<file path="config.mk">
export PLATFORM = sky130hd
export DESIGN_NAME = average_and_maximum_tracker
export DESIGN_NICKNAME = d
export VERILOG_FILES = /design/src/avg_divider.v /design/src/peak_hold.v /design/src/average_and_maximum_tracker.v
export VERILOG_INCLUDE_DIRS = /design/src /design/src/src
export SDC_FILE = /design/constraint.sdc
export NUM_CORES = 1
export LEC_CHECK = 0
export BUFFER_PORTS_ARGS = -buffer_cell sky130_fd_sc_hd__buf_2
export CAP_MARGIN = 10
export CORE_MARGIN = 2
export CORE_UTILIZATION = 30
export DETAILED_ROUTE_END_ITERATION = 16
export SLEW_MARGIN = 20
export SYNTH_ARGS = -nofsm -noshare
export SYNTH_HDL_FRONTEND = slang
export SYNTH_HIERARCHICAL = 1
export SYNTH_SLANG_ARGS = --single-unit
</file>
<file path="constraint.sdc">
create_clock -name core_clk -period 8.2 [get_ports core_clk]
set_clock_uncertainty 0.05 [all_clocks]
set_input_delay 0.41 -clock core_clk [delete_from_list [all_inputs] [get_ports core_clk]]
set_output_delay 0.41 -clock core_clk [all_outputs]
set_load 0.005 [all_outputs]
</file>
<file path="src/avgmax_regs.vh">
`ifndef AVGMAX_REGS_VH
`define AVGMAX_REGS_VH

// register byte offsets
`define REG_CTRL        5'h00
`define REG_STATUS      5'h04
`define REG_AVG         5'h08
`define REG_PEAK        5'h0c
`define REG_SAMPLES     5'h10
`define REG_TIMERS      5'h14
`define REG_CMD         5'h18
`define REG_RUN_PEAK    5'h1c

// control field positions
`define CTRL_WIN_MSB    2
`define CTRL_WIN_LSB    0
`define CTRL_DAYS_MSB   16
`define CTRL_DAYS_LSB   8
`define CTRL_HOUR_MSB   28
`define CTRL_HOUR_LSB   24

// control reset: window off, one day, hour 12
`define CTRL_RESET      32'h0c00_0100

// status bit positions
`define ST_RUNNING      0
`define ST_DIV_BUSY     1
`define ST_LOG_EN       2
`define ST_AVG_ON       3
`define ST_PEAK_SEEN    4

// command bit positions
`define CMD_CLEAR       0

// average window encodings
`define WIN_OFF         3'h0
`define WIN_SEL_5       3'h1
`define WIN_SEL_10      3'h2
`define WIN_SEL_15      3'h3
`define WIN_SEL_30      3'h4
`define WIN_SEL_60      3'h5

// window lengths in minutes
`define MIN_5           6'h05
`define MIN_10          6'h0a
`define MIN_15          6'h0f
`define MIN_30          6'h1e
`define MIN_60          6'h3c

`endif

</file>
<file path="src/avg_divider.v">
`timescale 1ns/1ps
module avg_divider #(
	parameter ACC_W = 48,
	parameter CNT_W = 32
) (
	// clock and reset
	input  wire             core_clk,
	input  wire             sys_rst,
	input  wire             clk_en,
	// request
	input  wire             start,
	input  wire [ACC_W-1:0] dividend,
	input  wire [CNT_W-1:0] divisor,
	// result
	output reg              busy_q,
	output reg              done_q,
	output reg  [ACC_W-1:0] quot_q
);
	localparam IW = $clog2(ACC_W + 1);

	reg  [CNT_W:0]   rem_q;
	reg  [CNT_W-1:0] den_q;
	reg  [IW-1:0]    iter_q;
	wire [CNT_W:0]   rem_sh;
	wire             fits;

	assign rem_sh = {rem_q[CNT_W-1:0], quot_q[ACC_W-1]};
	assign fits   = rem_sh >= {1'b0, den_q};

	// restoring division, one quotient bit per cycle
	always @(posedge core_clk or posedge sys_rst) begin
		if (sys_rst) begin
			busy_q <= 1'b0;
			done_q <= 1'b0;
			quot_q <= {ACC_W{1'b0}};
			rem_q  <= {(CNT_W+1){1'b0}};
			den_q  <= {CNT_W{1'b0}};
			iter_q <= {IW{1'b0}};
		end else if (clk_en) begin
			done_q <= 1'b0;
			if (start && !busy_q) begin
				if (divisor == {CNT_W{1'b0}}) begin
					quot_q <= {ACC_W{1'b0}};
					done_q <= 1'b1;
				end else begin
					quot_q <= dividend;
					den_q  <= divisor;
					rem_q  <= {(CNT_W+1){1'b0}};
					iter_q <= ACC_W[IW-1:0];
					busy_q <= 1'b1;
				end
			end else if (busy_q) begin
				rem_q  <= fits ? rem_sh - {1'b0, den_q} : rem_sh;
				quot_q <= {quot_q[ACC_W-2:0], fits};
				iter_q <= iter_q - {{(IW-1){1'b0}}, 1'b1};
				if (iter_q == {{(IW-1){1'b0}}, 1'b1}) begin
					busy_q <= 1'b0;
					done_q <= 1'b1;
				end
			end
		end
	end
endmodule

</file>
<file path="src/peak_hold.v">
`timescale 1ns/1ps
module peak_hold #(
	parameter VAL_W = 16
) (
	// clock and reset
	input  wire             core_clk,
	input  wire             sys_rst,
	input  wire             clk_en,
	// control
	input  wire             restart,
	input  wire             sample_en,
	input  wire [VAL_W-1:0] sample_value,
	// running peak
	output reg  [VAL_W-1:0] peak_q,
	output reg              seen_q
);
	function [VAL_W-1:0] keep_larger;
		input [VAL_W-1:0] a;
		input [VAL_W-1:0] b;
		begin
			keep_larger = (a > b) ? a : b;
		end
	endfunction

	always @(posedge core_clk or posedge sys_rst) begin
		if (sys_rst) begin
			peak_q <= {VAL_W{1'b0}};
			seen_q <= 1'b0;
		end else if (clk_en) begin
			if (restart) begin
				seen_q <= sample_en;
				peak_q <= sample_en ? sample_value : {VAL_W{1'b0}};
			end else if (sample_en) begin
				seen_q <= 1'b1;
				peak_q <= seen_q ? keep_larger(peak_q, sample_value) : sample_value;
			end
		end
	end
endmodule

</file>
<file path="src/average_and_maximum_tracker.v">
`timescale 1ns/1ps
`include "avgmax_regs.vh"
module average_and_maximum_tracker #(
	parameter VAL_W = 16,
	parameter CNT_W = 32,
	parameter ACC_W = 48
) (
	// clock, reset, enable
	input  wire             core_clk,
	input  wire             sys_rst,
	input  wire             clk_en,

	// avalon-mm slave
	input  wire [4:0]       avs_address,
	input  wire             avs_read,
	input  wire             avs_write,
	input  wire [31:0]      avs_writedata,
	input  wire [3:0]       avs_byteenable,
	output reg  [31:0]      avs_readdata,
	output reg              avs_waitrequest,

	// real-time clock
	input  wire             rtc_minute_tick,
	input  wire [4:0]       rtc_hour,
	input  wire [5:0]       rtc_minute,

	// measurement and binary inputs
	input  wire             sample_valid,
	input  wire [VAL_W-1:0] sample_value,
	input  wire             value_clear_input,
	input  wire             average_log_enable,

	// supervisory and panel results
	output reg              avg_report_q,
	output reg              avg_log_q,
	output reg  [VAL_W-1:0] avg_value_q,
	output reg              peak_report_q,
	output reg              peak_log_q,
	output reg  [VAL_W-1:0] peak_value_q
);
	localparam ST_WAIT = 2'b01;
	localparam ST_RUN  = 2'b10;

	// window setting to minutes, zero when off
	function [5:0] window_minutes;
		input [2:0] sel;
		begin
			case (sel)
				`WIN_SEL_5: begin
					window_minutes = `MIN_5;
				end
				`WIN_SEL_10: begin
					window_minutes = `MIN_10;
				end
				`WIN_SEL_15: begin
					window_minutes = `MIN_15;
				end
				`WIN_SEL_30: begin
					window_minutes = `MIN_30;
				end
				`WIN_SEL_60: begin
					window_minutes = `MIN_60;
				end
				default: begin
					window_minutes = 6'h00;
				end
			endcase
		end
	endfunction

	// byte-lane merge of a write
	function [31:0] lane_merge;
		input [31:0] old;
		input [31:0] wdata;
		input [3:0]  be;
		integer i;
		begin
			lane_merge = old;
			for (i = 0; i < 4; i = i + 1) begin
				if (be[i]) begin
					lane_merge[i*8 +: 8] = wdata[i*8 +: 8];
				end
			end
		end
	endfunction

	reg  [1:0]       state_q;
	reg  [1:0]       state_d;
	reg  [31:0]      ctrl_q;
	reg  [ACC_W-1:0] sum_q;
	reg  [CNT_W-1:0] cnt_q;
	reg  [5:0]       min_cnt_q;
	reg  [8:0]       day_cnt_q;
	reg              sw_clear_q;
	reg  [31:0]      read_mux;

	wire [2:0]       average_window_setting;
	wire [8:0]       peak_interval_days;
	wire [4:0]       cycle_start_hour;
	wire [5:0]       win_min;
	wire             avg_on;
	wire             peak_on;
	wire             running;
	wire             hour_hit;
	wire             arm;
	wire             avg_expire;
	wire             peak_expire;
	wire             do_clear;
	wire             avg_take;
	wire             bus_go;
	wire             wr_go;
	wire [ACC_W-1:0] sample_ext;
	wire             div_busy;
	wire             div_done;
	wire [ACC_W-1:0] div_quot;
	wire [VAL_W-1:0] peak_run;
	wire             peak_seen;

	assign average_window_setting = ctrl_q[`CTRL_WIN_MSB:`CTRL_WIN_LSB];
	assign peak_interval_days     = ctrl_q[`CTRL_DAYS_MSB:`CTRL_DAYS_LSB];
	assign cycle_start_hour       = ctrl_q[`CTRL_HOUR_MSB:`CTRL_HOUR_LSB];

	assign win_min = window_minutes(average_window_setting);
	assign avg_on  = win_min != 6'h00;
	assign peak_on = peak_interval_days != 9'h000;
	assign running = state_q == ST_RUN;

	assign hour_hit = rtc_minute_tick && (rtc_hour == cycle_start_hour) &&
		(rtc_minute == 6'h00);
	assign arm      = (state_q == ST_WAIT) && hour_hit;

	assign avg_expire  = running && avg_on && rtc_minute_tick &&
		((min_cnt_q + 6'h01) >= win_min);
	assign peak_expire = running && peak_on && hour_hit &&
		((day_cnt_q + 9'h001) >= peak_interval_days);

	assign do_clear   = value_clear_input | sw_clear_q;
	assign avg_take   = sample_valid && running && avg_on;
	assign sample_ext = {{(ACC_W-VAL_W){1'b0}}, sample_value};
	assign bus_go     = (avs_read | avs_write) & ~avs_waitrequest;
	assign wr_go      = bus_go & avs_write;

	avg_divider #(
		.ACC_W   (ACC_W),
		.CNT_W   (CNT_W)
	) u_div (
		.core_clk (core_clk),
		.sys_rst  (sys_rst),
		.clk_en   (clk_en),
		.start    (avg_expire),
		.dividend (sum_q),
		.divisor  (cnt_q),
		.busy_q   (div_busy),
		.done_q   (div_done),
		.quot_q   (div_quot)
	);

	peak_hold #(
		.VAL_W (VAL_W)
	) u_peak (
		.core_clk     (core_clk),
		.sys_rst      (sys_rst),
		.clk_en       (clk_en),
		.restart      (do_clear | arm | peak_expire),
		.sample_en    (sample_valid && running && peak_on),
		.sample_value (sample_value),
		.peak_q       (peak_run),
		.seen_q       (peak_seen)
	);

	// run state
	always @* begin
		case (state_q)
			ST_WAIT: begin
				state_d = arm ? ST_RUN : ST_WAIT;
			end
			ST_RUN: begin
				state_d = ST_RUN;
			end
			default: begin
				state_d = ST_WAIT;
			end
		endcase
	end

	// register read mux
	always @* begin
		case (avs_address)
			`REG_CTRL: begin
				read_mux = ctrl_q;
			end
			`REG_STATUS: begin
				read_mux = 32'h0000_0000;
				read_mux[`ST_RUNNING]   = running;
				read_mux[`ST_DIV_BUSY]  = div_busy;
				read_mux[`ST_LOG_EN]    = average_log_enable;
				read_mux[`ST_AVG_ON]    = avg_on;
				read_mux[`ST_PEAK_SEEN] = peak_seen;
			end
			`REG_AVG: begin
				read_mux = {{(32-VAL_W){1'b0}}, avg_value_q};
			end
			`REG_PEAK: begin
				read_mux = {{(32-VAL_W){1'b0}}, peak_value_q};
			end
			`REG_SAMPLES: begin
				read_mux = cnt_q[31:0];
			end
			`REG_TIMERS: begin
				read_mux = {7'h00, day_cnt_q, 10'h000, min_cnt_q};
			end
			`REG_RUN_PEAK: begin
				read_mux = {{(32-VAL_W){1'b0}}, peak_run};
			end
			default: begin
				read_mux = 32'h0000_0000;
			end
		endcase
	end

	// bus slave: one wait cycle, then the access completes
	always @(posedge core_clk or posedge sys_rst) begin
		if (sys_rst) begin
			avs_waitrequest <= 1'b1;
			avs_readdata    <= 32'h0000_0000;
			ctrl_q          <= `CTRL_RESET;
			sw_clear_q      <= 1'b0;
		end else if (clk_en) begin
			sw_clear_q <= wr_go && (avs_address == `REG_CMD) &&
				avs_byteenable[0] && avs_writedata[`CMD_CLEAR];
			if (bus_go) begin
				avs_waitrequest <= 1'b1;
			end else if (avs_read | avs_write) begin
				avs_waitrequest <= 1'b0;
				avs_readdata    <= avs_read ? read_mux : 32'h0000_0000;
			end
			if (wr_go && (avs_address == `REG_CTRL)) begin
				ctrl_q <= lane_merge(ctrl_q, avs_writedata, avs_byteenable);
			end
		end
	end

	// accumulation and cycle timers
	always @(posedge core_clk or posedge sys_rst) begin
		if (sys_rst) begin
			state_q   <= ST_WAIT;
			sum_q     <= {ACC_W{1'b0}};
			cnt_q     <= {CNT_W{1'b0}};
			min_cnt_q <= 6'h00;
			day_cnt_q <= 9'h000;
		end else if (clk_en) begin
			state_q <= state_d;
			if (!avg_on || arm) begin
				sum_q     <= {ACC_W{1'b0}};
				cnt_q     <= {CNT_W{1'b0}};
				min_cnt_q <= 6'h00;
			end else begin
				// clear or expiry restarts the sums
				if (do_clear || avg_expire) begin
					sum_q <= avg_take ? sample_ext : {ACC_W{1'b0}};
					cnt_q <= avg_take ? {{(CNT_W-1){1'b0}}, 1'b1} : {CNT_W{1'b0}};
				end else if (avg_take) begin
					sum_q <= sum_q + sample_ext;
					cnt_q <= cnt_q + {{(CNT_W-1){1'b0}}, 1'b1};
				end
				// window timing not disturbed by clear
				if (avg_expire) begin
					min_cnt_q <= 6'h00;
				end else if (running && rtc_minute_tick) begin
					min_cnt_q <= min_cnt_q + 6'h01;
				end
			end
			if (arm || peak_expire || !peak_on) begin
				day_cnt_q <= 9'h000;
			end else if (running && hour_hit) begin
				day_cnt_q <= day_cnt_q + 9'h001;
			end
		end
	end

	// result outputs
	always @(posedge core_clk or posedge sys_rst) begin
		if (sys_rst) begin
			avg_report_q  <= 1'b0;
			avg_log_q     <= 1'b0;
			avg_value_q   <= {VAL_W{1'b0}};
			peak_report_q <= 1'b0;
			peak_log_q    <= 1'b0;
			peak_value_q  <= {VAL_W{1'b0}};
		end else if (clk_en) begin
			avg_report_q <= div_done;
			avg_log_q    <= div_done & average_log_enable;
			if (div_done) begin
				avg_value_q <= div_quot[VAL_W-1:0];
			end
			peak_report_q <= peak_expire;
			peak_log_q    <= peak_expire;
			if (peak_expire) begin
				peak_value_q <= peak_seen ? peak_run : {VAL_W{1'b0}};
			end
		end
	end
endmodule

</file>
; Word level (Yosys, flattened, before mapping)
; Index checks and enable logic that the tools add are counted.
[op_classes]
add_sub_neg = 6
order_cmp = 4
eq_ne = 18
n_mux = 46
bitwise_logic = 10
n_reduce_logical = 54
[ops]
columns = cell, n
row1 = two-way mux 48 bit, 6
row2 = two-way mux 32 bit, 8
row3 = case mux 32 bit (7 select lines), 1
row4 = two-way mux 16 bit, 7
row5 = adder 48 x 16 -> 48 bit, 1
row6 = two-way mux 6 bit, 6
row7 = greater-or-equal comparator 33 x 32 -> 1 bit, 1
row8 = adder 32 x 1 -> 32 bit (second input constant), 1
row9 = zero test 32 bit, 1
row10 = subtractor 32 bit, 1
row11 = case mux 6 bit (5 select lines), 1
row12 = AND reduction 3 bit, 8
row13 = equality test 5 bit (second input constant), 4
row14 = logical AND 1 bit, 19
row15 = two-way mux 9 bit, 2
row16 = AND reduction 2 bit, 9
row17 = greater-than comparator 16 bit, 1
row18 = two-way mux 1 bit, 13
row19 = equality test 5 x 4 -> 1 bit (second input constant), 2
row20 = adder 9 x 1 -> 9 bit (second input constant), 1
row21 = greater-or-equal comparator 9 bit, 1
row22 = nonzero test 9 bit, 1
row23 = nonzero test 2 bit, 4
row24 = adder 6 x 1 -> 6 bit (second input constant), 1
row25 = other kinds (23), 38
[word_totals]
regBits = 335
input_bits = 77
out_inout_bits = 69
elab_cells = 163

; Depth between registers and ports, before layout
; Gate-level depths: netlist of run 1.
[logic_depth]
ltp_word = 9
depth_mapped = 18
mapped_depth_nobuf = 17

; By module
; The synthesis of run 1 kept the hierarchy.
[by_module_without_submodules]
columns = module, n_inst, cells_each, area_each_um2, seq_area_each_um2
row1 = average_and_maximum_tracker, 1, 1153, 11078.1, 4961.0
row2 = avg_divider, 1, 778, 6884.1, 3002.9
row3 = peak_hold, 1, 101, 1078.5, 425.4

; Worst setup path after synthesis of run 1
; OpenSTA, ideal clock, no wires.
[synth_path]
path_kind = register -> register
start = register day_cnt_q[0]
end = register u_peak.peak_q[9]
setup_ps = 121
arrival_time_ps = 3134
path_slack_ps = 4895
stages_incl_launch_ff = 17
period_less_slack_ps = 3305
path_cell_list = dfrtp_1 -> ha_1 -> nand3_1 -> inv_1 -> nand3_1 -> xnor2_1 -> ha_1 -> a211oi_1 -> o21ai_0 -> a21oi_1 -> o21ai_0 -> a21oi_1 -> o211ai_1 -> nand3b_1 -> o21a_2 -> buf_6 -> a22o_1
[synth_via]
elab_chain_len = 6
word_cells_on_any_way = 8
[synth_rtl]
columns = element, line_no
row1 = from (decl), average_and_maximum_tracker.v:93  ; reg [8:0] day_cnt_q;
row2 = from (signal assigned), average_and_maximum_tracker.v:276  ; day_cnt_q <= day_cnt_q + 9'h001;
row3 = adder 9 x 1 -> 9 bit (*), average_and_maximum_tracker.v:135  ; ((day_cnt_q + 9'h001) >= peak_interval_days);
row4 = greater-or-equal comparator 9 bit (*), average_and_maximum_tracker.v:135
row5 = logical AND 1 bit (*), average_and_maximum_tracker.v:134  ; assign peak_expire = running && peak_on && hour_hit &&
row6 = bitwise OR 1 bit (*), average_and_maximum_tracker.v:164  ; .restart (do_clear | arm | peak_expire),
row7 = != test 3 x 2 -> 1 bit (no source line) / nonzero test 2 bit (equally long branches), --
row8 = AND reduction 3 bit (no source line), --
row9 = to (signal assigned), peak_hold.v:27  ; peak_q <= {VAL_W{1'b0}};
row10 = to (signal assigned), peak_hold.v:32  ; peak_q <= sample_en ? sample_value : {VAL_W{1'b0}};
row11 = to (signal assigned), peak_hold.v:35  ; peak_q <= seen_q ? keep_larger(peak_q, sample_value) : sample_value;
row12 = to (decl), peak_hold.v:14  ; output reg [VAL_W-1:0] peak_q,
; Mark *: on every way between the ends. The rest lies on a longest branch, timed or not.
; A chain may end at the register's enable or synchronous reset.

; Worst setup path after layout of run 1
[layout_path]
start = register ctrl_q[2]
end = register u_div.quot_q[0]
[layout_via]
elab_chain_len = 9
word_cells_on_any_way = 15
[layout_rtl]
columns = element, line_no
row1 = from (decl), average_and_maximum_tracker.v:89  ; reg [31:0] ctrl_q;
row2 = from (signal assigned), average_and_maximum_tracker.v:226  ; ctrl_q <= `CTRL_RESET;
row3 = from (signal assigned), average_and_maximum_tracker.v:238  ; ctrl_q <= lane_merge(ctrl_q, avs_writedata, avs_byteenable);
row4 = equality test 3 bit (tied with other cells), average_and_maximum_tracker.v:48  ; case (sel)
row5 = case mux 6 bit (5 select lines) (*), average_and_maximum_tracker.v:48
row6 = branches (longest 3 deep; another with greater-or-equal comparator 6 bit), --
row7 = logical AND 1 bit (*), average_and_maximum_tracker.v:132  ; assign avg_expire = running && avg_on && rtc_minute_tick &&
row8 = via avg_expire, average_and_maximum_tracker.v:106  ; wire avg_expire;
row9 = logical AND 1 bit (*), avg_divider.v:41  ; if (start && !busy_q) begin
row10 = nonzero test 2 bit (no source line), --
row11 = AND reduction 2 bit (no source line), --
row12 = to (signal assigned), avg_divider.v:43  ; quot_q <= {ACC_W{1'b0}};
row13 = to (signal assigned), avg_divider.v:46  ; quot_q <= dividend;
row14 = to (signal assigned), avg_divider.v:54  ; quot_q <= {quot_q[ACC_W-2:0], fits};
row15 = to (decl), avg_divider.v:17  ; output reg [ACC_W-1:0] quot_q
; Mark *: on every way through the listed nets, which the timed path passes.

==> reports/results.txt, run 1 <==
The count of final hold-check violations was 0. The cell taking the most area after synthesis is sky130_fd_sc_hd__dfrtp_1. After floorplanning, the core was sized to cover 63000 um2.

Timing would allow up to 234 MHz. In this run the vertical extent of the chip is 256 um. The die is 256 um wide.

The netlist uses 84 different library cells. In the final routed layout, each cell accounts on average for 20.0 um. Counting cells, the worst reg-to-reg path comes to 17. The tree is rooted in a sky130_fd_sc_hd__clkbuf_16.

Once the floorplan was initialized, standard cells occupied 30.2% of the core. The tools report the arrival time reported for the critical path endpoint as 4.73 ns. Tracing the worst setup path back leads to its startpoint at ctrl_q[2]. The run gives 16.0k as the vias after detailed routing. After clock tree synthesis, the flow added hold-fix buffers numbering 2. Summed over all layers, the routed wires come to 60.2 mm.

The non-filler instance count after layout is 3015, and the wire length of the first global-routing pass is 94.3 mm. Row generation in the floorplan step produced 92 rows. The share of power burned in the clock network is 47.0%, and the utilization after layout is 34.8%. The worst-case IR drop observed on VDD is 0.122 mV. The synthesis-to-layout area growth is 15.2%, and the mean instance size in the synthesized netlist is 9.37 um2. The synthesized design devotes to its leading area cell type 43.4% of total area.

CTS built an H-tree with a depth of 2. The main flop type after synthesis was sky130_fd_sc_hd__dfrtp_1. Terminating pin of the worst hold path: ctrl_q[6]. The flip-flop and latch count after synthesis was 335; the count of fill cells added during filler insertion was 6402. The worst setup path is launched from a flip-flop.

For the number of global-route vias before repair, the log shows 16.1k. Headroom to the max-slew limit came out at 25.1%. After synthesis the cells add up to 19000 um2. Sequential cells were found to cover 44.1% of the synthesized design area.

After global routing the overflow that remains totals 0. The count of nets left with antenna violations once routing finished came out at 0. Global routing consumed, over all layers together, 18.1% of the routing resources.

Cell internal power was estimated by the tool at 2.93 mW. Leakage dissipation: 10.2 nW. Number of instances on the worst hold path: 2. The startpoint identified for the worst register-to-register timing path is ctrl_q[2]. The tools report the post-route DRC violation count as 0. The total negative slack for setup checks was 0 ns. Among all stages on the critical path, the largest delay is contributed by sky130_fd_sc_hd__and2_2. The tools report the clock latency on the worst-skew pair as 0.58 ns. The flow ran to the end, and the final reports show no timing, DRC or antenna violations. The number of buffers created by CTS is 39, and the actual slew at the worst max-slew pin is 1.12 ns. The library cells used most frequently in the layout, excluding fill and tap cells, are sky130_fd_sc_hd__dfrtp_1, sky130_fd_sc_hd__nand2_1, sky130_fd_sc_hd__o21ai_0, sky130_fd_sc_hd__buf_2, sky130_fd_sc_hd__inv_1.

The maximum single-stage delay on the critical path is 0.59 ns, and the number of synthesized flops with an enable pin is 0. The logs give 0 for the count of maximum capacitance violations and 0.869 for the final weighted congestion in routability-driven placement. The run gives 0 as the final number of setup-violating endpoints. The post-CTS setup repair buffer count is 0. The capturing point of the worst reg2reg path was u_div/quot_q[0]. The type of the setup path with the least slack is flip-flop to flip-flop. For the top-level I/O count, the log shows 146.

In this run the power density over the cells is 182 nW/um2. The count of buffers added on input and output ports is 145. The share of flip-flops with an asynchronous set or reset is 100%. For the first-pass detailed-route iteration total, the log shows 7.

The tools report the count of mapped cells out of synthesis as 2032. Setup repair after global routing left no endpoint under its margin. The worst hold path belongs to the class input port to flip-flop. Clock-pin slew was measured on the worst setup and hold paths at 0.07 ns. The count of final max-slew check failures is 0, and the fraction of the cycle the final worst path needs is 52.0%.

On the critical path the largest part of the delay comes from simple AND/OR/NAND/NOR gates. Synthesis produced a netlist with a net count of 2197. The power share of the combinational group is 9.7%. Walking the worst path, the cells encountered are inv_1 > nor2_1 > inv_1 > nor2_1 > a21oi_1 > ha_1 > nand2_1 > o21ai_0 > a221oi_2 > nor3_1 > nand2_1 > nor2_2 > buf_4 > and2_2 > buf_4 > a22oi_1 > nand2_1.

Summed over all nets, the half-perimeter wirelength after detailed placement is 43.1 mm. The total net switching power was 1.07 mW. No sink is reached through more buffers than the 3 on the longest clock path.

By area the synthesized netlist is led by sky130_fd_sc_hd__dfrtp_1, sky130_fd_sc_hd__nand2_1, sky130_fd_sc_hd__ha_1. Of all nets on the critical path, the largest fanout is 45. STA puts the critical path data required time at 8.66 ns. The number of clock sinks is 335. The final critical-path required period was 4.27 ns; the switching share of power was 26.7%.

The net count of the finished layout is 2304. The number of diodes is 0. TritonCTS built the clock tree. The fraction of layout cells with a size suffix above 1 is 15.0%, and the largest net degree at the start of global routing is 107. The area of the die came out at 65500 um2. Number of gates resized after cts: 0. The count of warnings emitted by yosys is 6. The logs give 2942 for the total instance count after detailed placement and 1164 for the DRC violation total after the first TritonRoute iteration. Dividing the detail-routed via count by the number of cells gives 5.32. The launch instance of the worst min-delay path was avs_writedata[6]. The library cell used most frequently in the layout, excluding fill and tap cells, is sky130_fd_sc_hd__dfrtp_1.

The worst setup path is captured at a flip-flop. The critical path contains buffers and inverters numbering 4 combined. Of the total power, registers draw 43.3%. The most frequent cell on the critical path was sky130_fd_sc_hd__nand2_1. Across all register-to-register paths, the minimum setup slack is 3.93 ns.

The number of antenna violations at the first check in global routing came out at 3.
[metrics by stage]
step / instance area (um2) / total power, mW / setup slack, ns / hold WS [ns]
after floorplan: 19000 / 2.00 / 2.35 / 0.286
after global placement: 20600 / 2.15 / 4.14 / 0.413
after detailed placement: 20600 / 2.16 / 3.99 / 0.415
after CTS: 21900 / 4.05 / 3.96 / 0.00443
after global routing: 21900 / 4.16 / 3.45 / 0.00568
final: 21900 / 4.00 / 3.93 / 0.0282
[cell usage after synthesis, types with 36 or more instances]
library cell               instances
sky130_fd_sc_hd__a22oi_1          45
sky130_fd_sc_hd__clkbuf_1         78
sky130_fd_sc_hd__nand2_1         303
sky130_fd_sc_hd__a21oi_1          93
sky130_fd_sc_hd__xor2_1           39
sky130_fd_sc_hd__mux2_2           52
sky130_fd_sc_hd__inv_1            96
sky130_fd_sc_hd__mux2i_1          69
sky130_fd_sc_hd__nor2_1           91
sky130_fd_sc_hd__ha_1             86
sky130_fd_sc_hd__nor4_1           36
sky130_fd_sc_hd__nand3_1          42
sky130_fd_sc_hd__xnor2_1          62
sky130_fd_sc_hd__o21ai_0         179
sky130_fd_sc_hd__dfrtp_1         330
[sequential cells by signal, summed over array words and instances, names as in the netlist]
register	cells
day_cnt_q	9
u_peak/peak_q	16
peak_value_q	16
peak_log_q	1
avg_value_q	16
avs_waitrequest	1
avg_log_q	1
u_div/iter_q	6
sum_q	48
u_div/busy_q	1
avs_readdata	32
u_div/done_q	1
u_div/den_q	32
state_q	2
min_cnt_q	6
cnt_q	32
sw_clear_q	1
u_peak/seen_q	1
ctrl_q	32
avg_report_q	1
u_div/quot_q	48
u_div/rem_q	32
[power by group through the flow]
stage / clock, mW / combinational, mW / sequential [mW]
after floorplan: 0 / 0.254 / 1.75
after global placement: 0 / 0.385 / 1.76
after detailed placement: 0 / 0.393 / 1.76
after CTS: 1.92 / 0.395 / 1.73
after global routing: 1.99 / 0.429 / 1.74
final: 1.88 / 0.390 / 1.73
[logic make-up (layout without fill, tap and decap cells)]
family                   after synthesis  count (layout)  synth area share (%)
AND/OR/NAND/NOR                      647             647                  16.3
AO/OA/AOI/OAI                        540             540                  18.1
flip-flops                           335             335                  44.1
buffers and inverters                200             337                  4.37
multiplexers                         121             121                  6.70
XOR/XNOR                             101             101                  4.65
adder cells (fa/ha/maj)               88              88                  5.86
[worst max-delay path by stage]
stage | slack (ns) | cells after the start | end
3_5_place_dp | 3.99 | 16 | u_div/den_q[8]
4_1_cts | 3.96 | 16 | u_div/den_q[1]
5_1_grt | 3.45 | 17 | u_div/den_q[8]
6_report | 3.93 | 17 | u_div/quot_q[0]
2_1_floorplan | 2.35 | 1 | avg_log_q
3_3_place_gp | 4.14 | 17 | u_div/quot_q[0]
[final cells by class]
| type | instances | area [um2] | area share, % |
|---|---|---|---|
| repair buffers | 169 | 911 | 4.15 |
| clock inverters | 21 | 280 | 1.28 |
| well taps | 846 | 1060 | 4.82 |
| multi-input cells | 1497 | 9850 | 44.9 |
| inverters | 97 | 374 | 1.70 |
| clock buffers | 50 | 1080 | 4.92 |
| flip-flops and latches | 335 | 8390 | 38.2 |
[routing by layer]
layer / track usage, % / part of all wire (%) / vias up
met4: 5.77 / 2.8 / 4
met1: 23.7 / 44 / 7983
met3: 2.86 / 4.9 / 81
met5: 0 / 0.048 / -
li1: - / - / 7530
met2: 30.6 / 48 / 445
Power figures use the tool's default switching activity.
==> inputs of run 2 (changes only) <==
Clock period 8.2 ns to 3.51 ns, I/O delays scaled along.
==> run 2 against run 1 <==
Via count grew 3.6%. Hold slack gained 0.052 ns. Die area is the same. Cell count grew 3.4%. Total power grew 140%. Largest cell class unchanged. Combinational power grew to 2.7 times the previous value. First-iteration DRC count grew 13%.
==> reports/results.txt, run 2 (same netlist as run 1, synthesis figures left out) <==
The total area of sequential cells was 8390 um2 (about the same). For the first-pass detailed-route iteration total, the log shows 5 (-2). The logs give 335 (unchanged) for the number of clock sinks and 0 (unchanged) for the count of maximum capacitance violations.

The cell sitting at the root of the clock tree is a sky130_fd_sc_hd__clkbuf_16. The mean routed wirelength per cell is 19.8 um (-0.95%), and the clock latency on the worst-skew pair is 0.59 ns (about the same). Number of buffers on the longest clock path: 3 (unchanged).

The number of cells traversed by the worst register-to-register path is 17 (unchanged), and the aggregate routed wire length is 61.6 mm (+2.4%). The min-delay analysis places its worst path in the category input port to flip-flop. The largest registers in the layout are sum_q (48), u_div/quot_q (48). The logs give 97.0 mm (+2.8%) for the wire length of the first global-routing pass and 1 (-2) for the number of antenna violations at the first check in global routing.

The cell area power density is 415 nW/um2 (+130%). The run gives 36.6% (+1.8 points) as the utilization after layout. The run gives 16.6k (+3.6%) as the vias after detailed routing. The detailed placement HPWL was 44.7 mm (+3.8%).

The highest fanout seen on the critical path works out to 7 (-84%). The top cell types in the final layout, fill and taps aside, are sky130_fd_sc_hd__dfrtp_1, sky130_fd_sc_hd__nand2_1, sky130_fd_sc_hd__o21ai_0, sky130_fd_sc_hd__buf_2, sky130_fd_sc_hd__inv_1. The fraction of layout cells with a size suffix above 1 was 17.2% (+2.2 points). The non-filler instance count after layout was 3118 (+3.4%); the number of diodes was 0 (unchanged). For the combined area of the multi-input logic cells, the log shows 9950 um2 (+1.1%).

The run finished with clean final reports. The synthesis-to-layout area growth is 21.1%. The logs give 0 (unchanged) for the post-route DRC violation count and 10.7 nW (+4.9%) for the leakage dissipation. The tools report the net total in the final layout as 2406 (+4.4%). The launching element type of the critical path was a flip-flop. The post-route worst hold slack was 0.0807 ns (+0.0524 ns).

The run gives 80 (-25%) as the largest net degree at the start of global routing. The total global routing overflow was 0 (unchanged). Setup repair after global routing could not meet its margin everywhere. The count of final hold-check violations is 0 (unchanged), and the DRC violation total after the first TritonRoute iteration is 1312 (+13%).

The level count of the clock H-tree came out at 2 (unchanged). For the count of fill cells added during filler insertion, the log shows 6407 (+0.078%). Tracing the worst setup path back leads to its startpoint at day_cnt_q[0].

Leaving out fill and tap cells, the most frequent cell in the layout is sky130_fd_sc_hd__dfrtp_1. By startpoint and endpoint, the worst setup path is classified as flip-flop to flip-flop. The clock transition at the registers of the reported paths was 0.06 ns (about the same). The number of global-route vias before repair is 16.8k (+4.4%), and the height of the die is 256 um (unchanged). Total instance count after detailed placement: 2984 (+1.4%).

Final weighted congestion in routability-driven placement: 0.871 (+0.15%). TritonCTS built the clock tree. The tools report the global router's overall resource usage as 18.5% (+0.42 points). The count of final max-slew check failures was 0 (unchanged); the maximum clock frequency was 286 MHz (+22%). The critical path ends at u_peak/peak_q[9]. The fraction of the cycle the final worst path needs is 99.7% (+48 points). The number of buffers created by CTS came out at 40 (+2.6%). The cell area after placement is 21000 um2 (+1.9%). The tools report the worst-case register-to-register setup slack as 0.01 ns (-3.92 ns). The run gives 0 (unchanged) as the final number of setup-violating endpoints.

The logs give 30.2% (unchanged) for the effective utilization at floorplan and 63000 um2 (unchanged) for the core region area. Residual antenna-violating net count after detailed routing: 0 (unchanged). The endpoint identified for the worst register-to-register timing path is u_peak/peak_q[9]. The actual slew at the worst max-slew pin is 0.989 ns (-0.129 ns). The die width is 256 um (unchanged). The final non-filler cell area is 23100 um2 (+5.1%). The final critical-path required period was 3.50 ns (-0.767 ns). The maximum vdd ir drop came out at 0.380 mV (+210%).

The count of buffers inserted at the top-level ports is 145 (unchanged). The worst slew margin relative to its limit was 34.1% (+9.0 points); the post-layout total power was 9.57 mW (+140%). The vias per cell was 5.33 (+0.16%); the placement row count was 92 (unchanged). Area of the die: 65500 um2 (unchanged). The tools report the top-level I/O count as 146 (unchanged). For the arrival time reported for the critical path endpoint, the log shows 3.92 ns (-0.81 ns). Beginning of the worst register-to-register path: day_cnt_q[0]. The tools report the worst endpoint required time as 3.93 ns (-4.73 ns). STA classifies the critical path endpoint as a flip-flop.
## run 2: cell types whose count changed in the layout (fill, tap and decap cells not counted), sizes merged, moves of 2 or more
cell         delta
buf            +48
clkbuf          +8
clkinv          -4
clkinvlp        +2
dlygate4sd3    +51
inv             -2
## run 2: worst max-delay path, cell delays in order, from the launching register on
cell and delay, ns:
sky130_fd_sc_hd__dfrtp_1 0.36, sky130_fd_sc_hd__ha_2 0.20, sky130_fd_sc_hd__nand3_2 0.11, sky130_fd_sc_hd__inv_2 0.09
sky130_fd_sc_hd__nand3_4 0.09, sky130_fd_sc_hd__xnor2_2 0.15, sky130_fd_sc_hd__ha_1 0.34, sky130_fd_sc_hd__a211oi_2 0.27
sky130_fd_sc_hd__o21ai_2 0.10, sky130_fd_sc_hd__a21oi_2 0.17, sky130_fd_sc_hd__o21ai_2 0.08, sky130_fd_sc_hd__a21oi_1 0.12
sky130_fd_sc_hd__buf_4 0.14, sky130_fd_sc_hd__o211ai_1 0.14, sky130_fd_sc_hd__nand3b_1 0.33, sky130_fd_sc_hd__buf_4 0.24
sky130_fd_sc_hd__o21a_4 0.22, sky130_fd_sc_hd__a22o_1 0.19
## run 2: cell type report
type	instances	share of cell area, %
repair buffers	269	8.21
inverters	97	1.61
clock buffers	57	5.06
well taps	846	4.59
multi-input cells	1498	43.2
clock inverters	16	0.960
flip-flops and latches	335	36.4
## run 2: per-stage QoR
step,setup TNS [ns],worst slack (ns)
after floorplan,0,0.0987
after global placement,0,0.0692
after detailed placement,0,0.00792
after CTS,0,0.0273
after global routing,-1.96,-0.153
final,0,0.00962
## run 2: power by group
part           leakage (nW)  switching, mW  internal [mW]
registers              4.48          0.100           3.96
clock network         0.680           1.75           2.69
logic                  5.57          0.680          0.391
## run 2: routing by layer
layer | GRT usage [%] | up-vias | share of wire (%)
met2 | 31.0 | 502 | 48
met3 | 2.22 | 107 | 5.2
met1 | 24.4 | 8260 | 43
met4 | 7.44 | 0 | 3.5
li1 | - | 7749 | -
met5 | 0 | - | 0
## run 2: timing repair
| action | 4_1_cts | 5_1_grt |
|---|---|---|
| pin swaps | 2 | 18 |
| hold endpoints to repair | 174 | 0 |
| hold buffers | 53 | 0 |
| endpoints found under the setup margin | 15 | 54 |
| cloned | 1 | 1 |
| resized for setup | 2 | 23 |
| buffers inserted | 1 | 6 |
## run 2: how the worst min path moves through the flow
stage              startpoint          endpoint  slack (ns)  cells past startpoint
2_1_floorplan         sys_rst  u_peak/peak_q[0]        0.05                      1
3_3_place_gp          sys_rst  u_peak/peak_q[5]        0.30                      2
3_5_place_dp          sys_rst     u_peak/seen_q        0.30                      2
4_1_cts        avs_address[0]   avs_readdata[0]        0.03                      4
5_1_grt        avs_address[0]   avs_readdata[0]        0.08                      4
6_report       avs_address[0]   avs_readdata[0]        0.08                      4
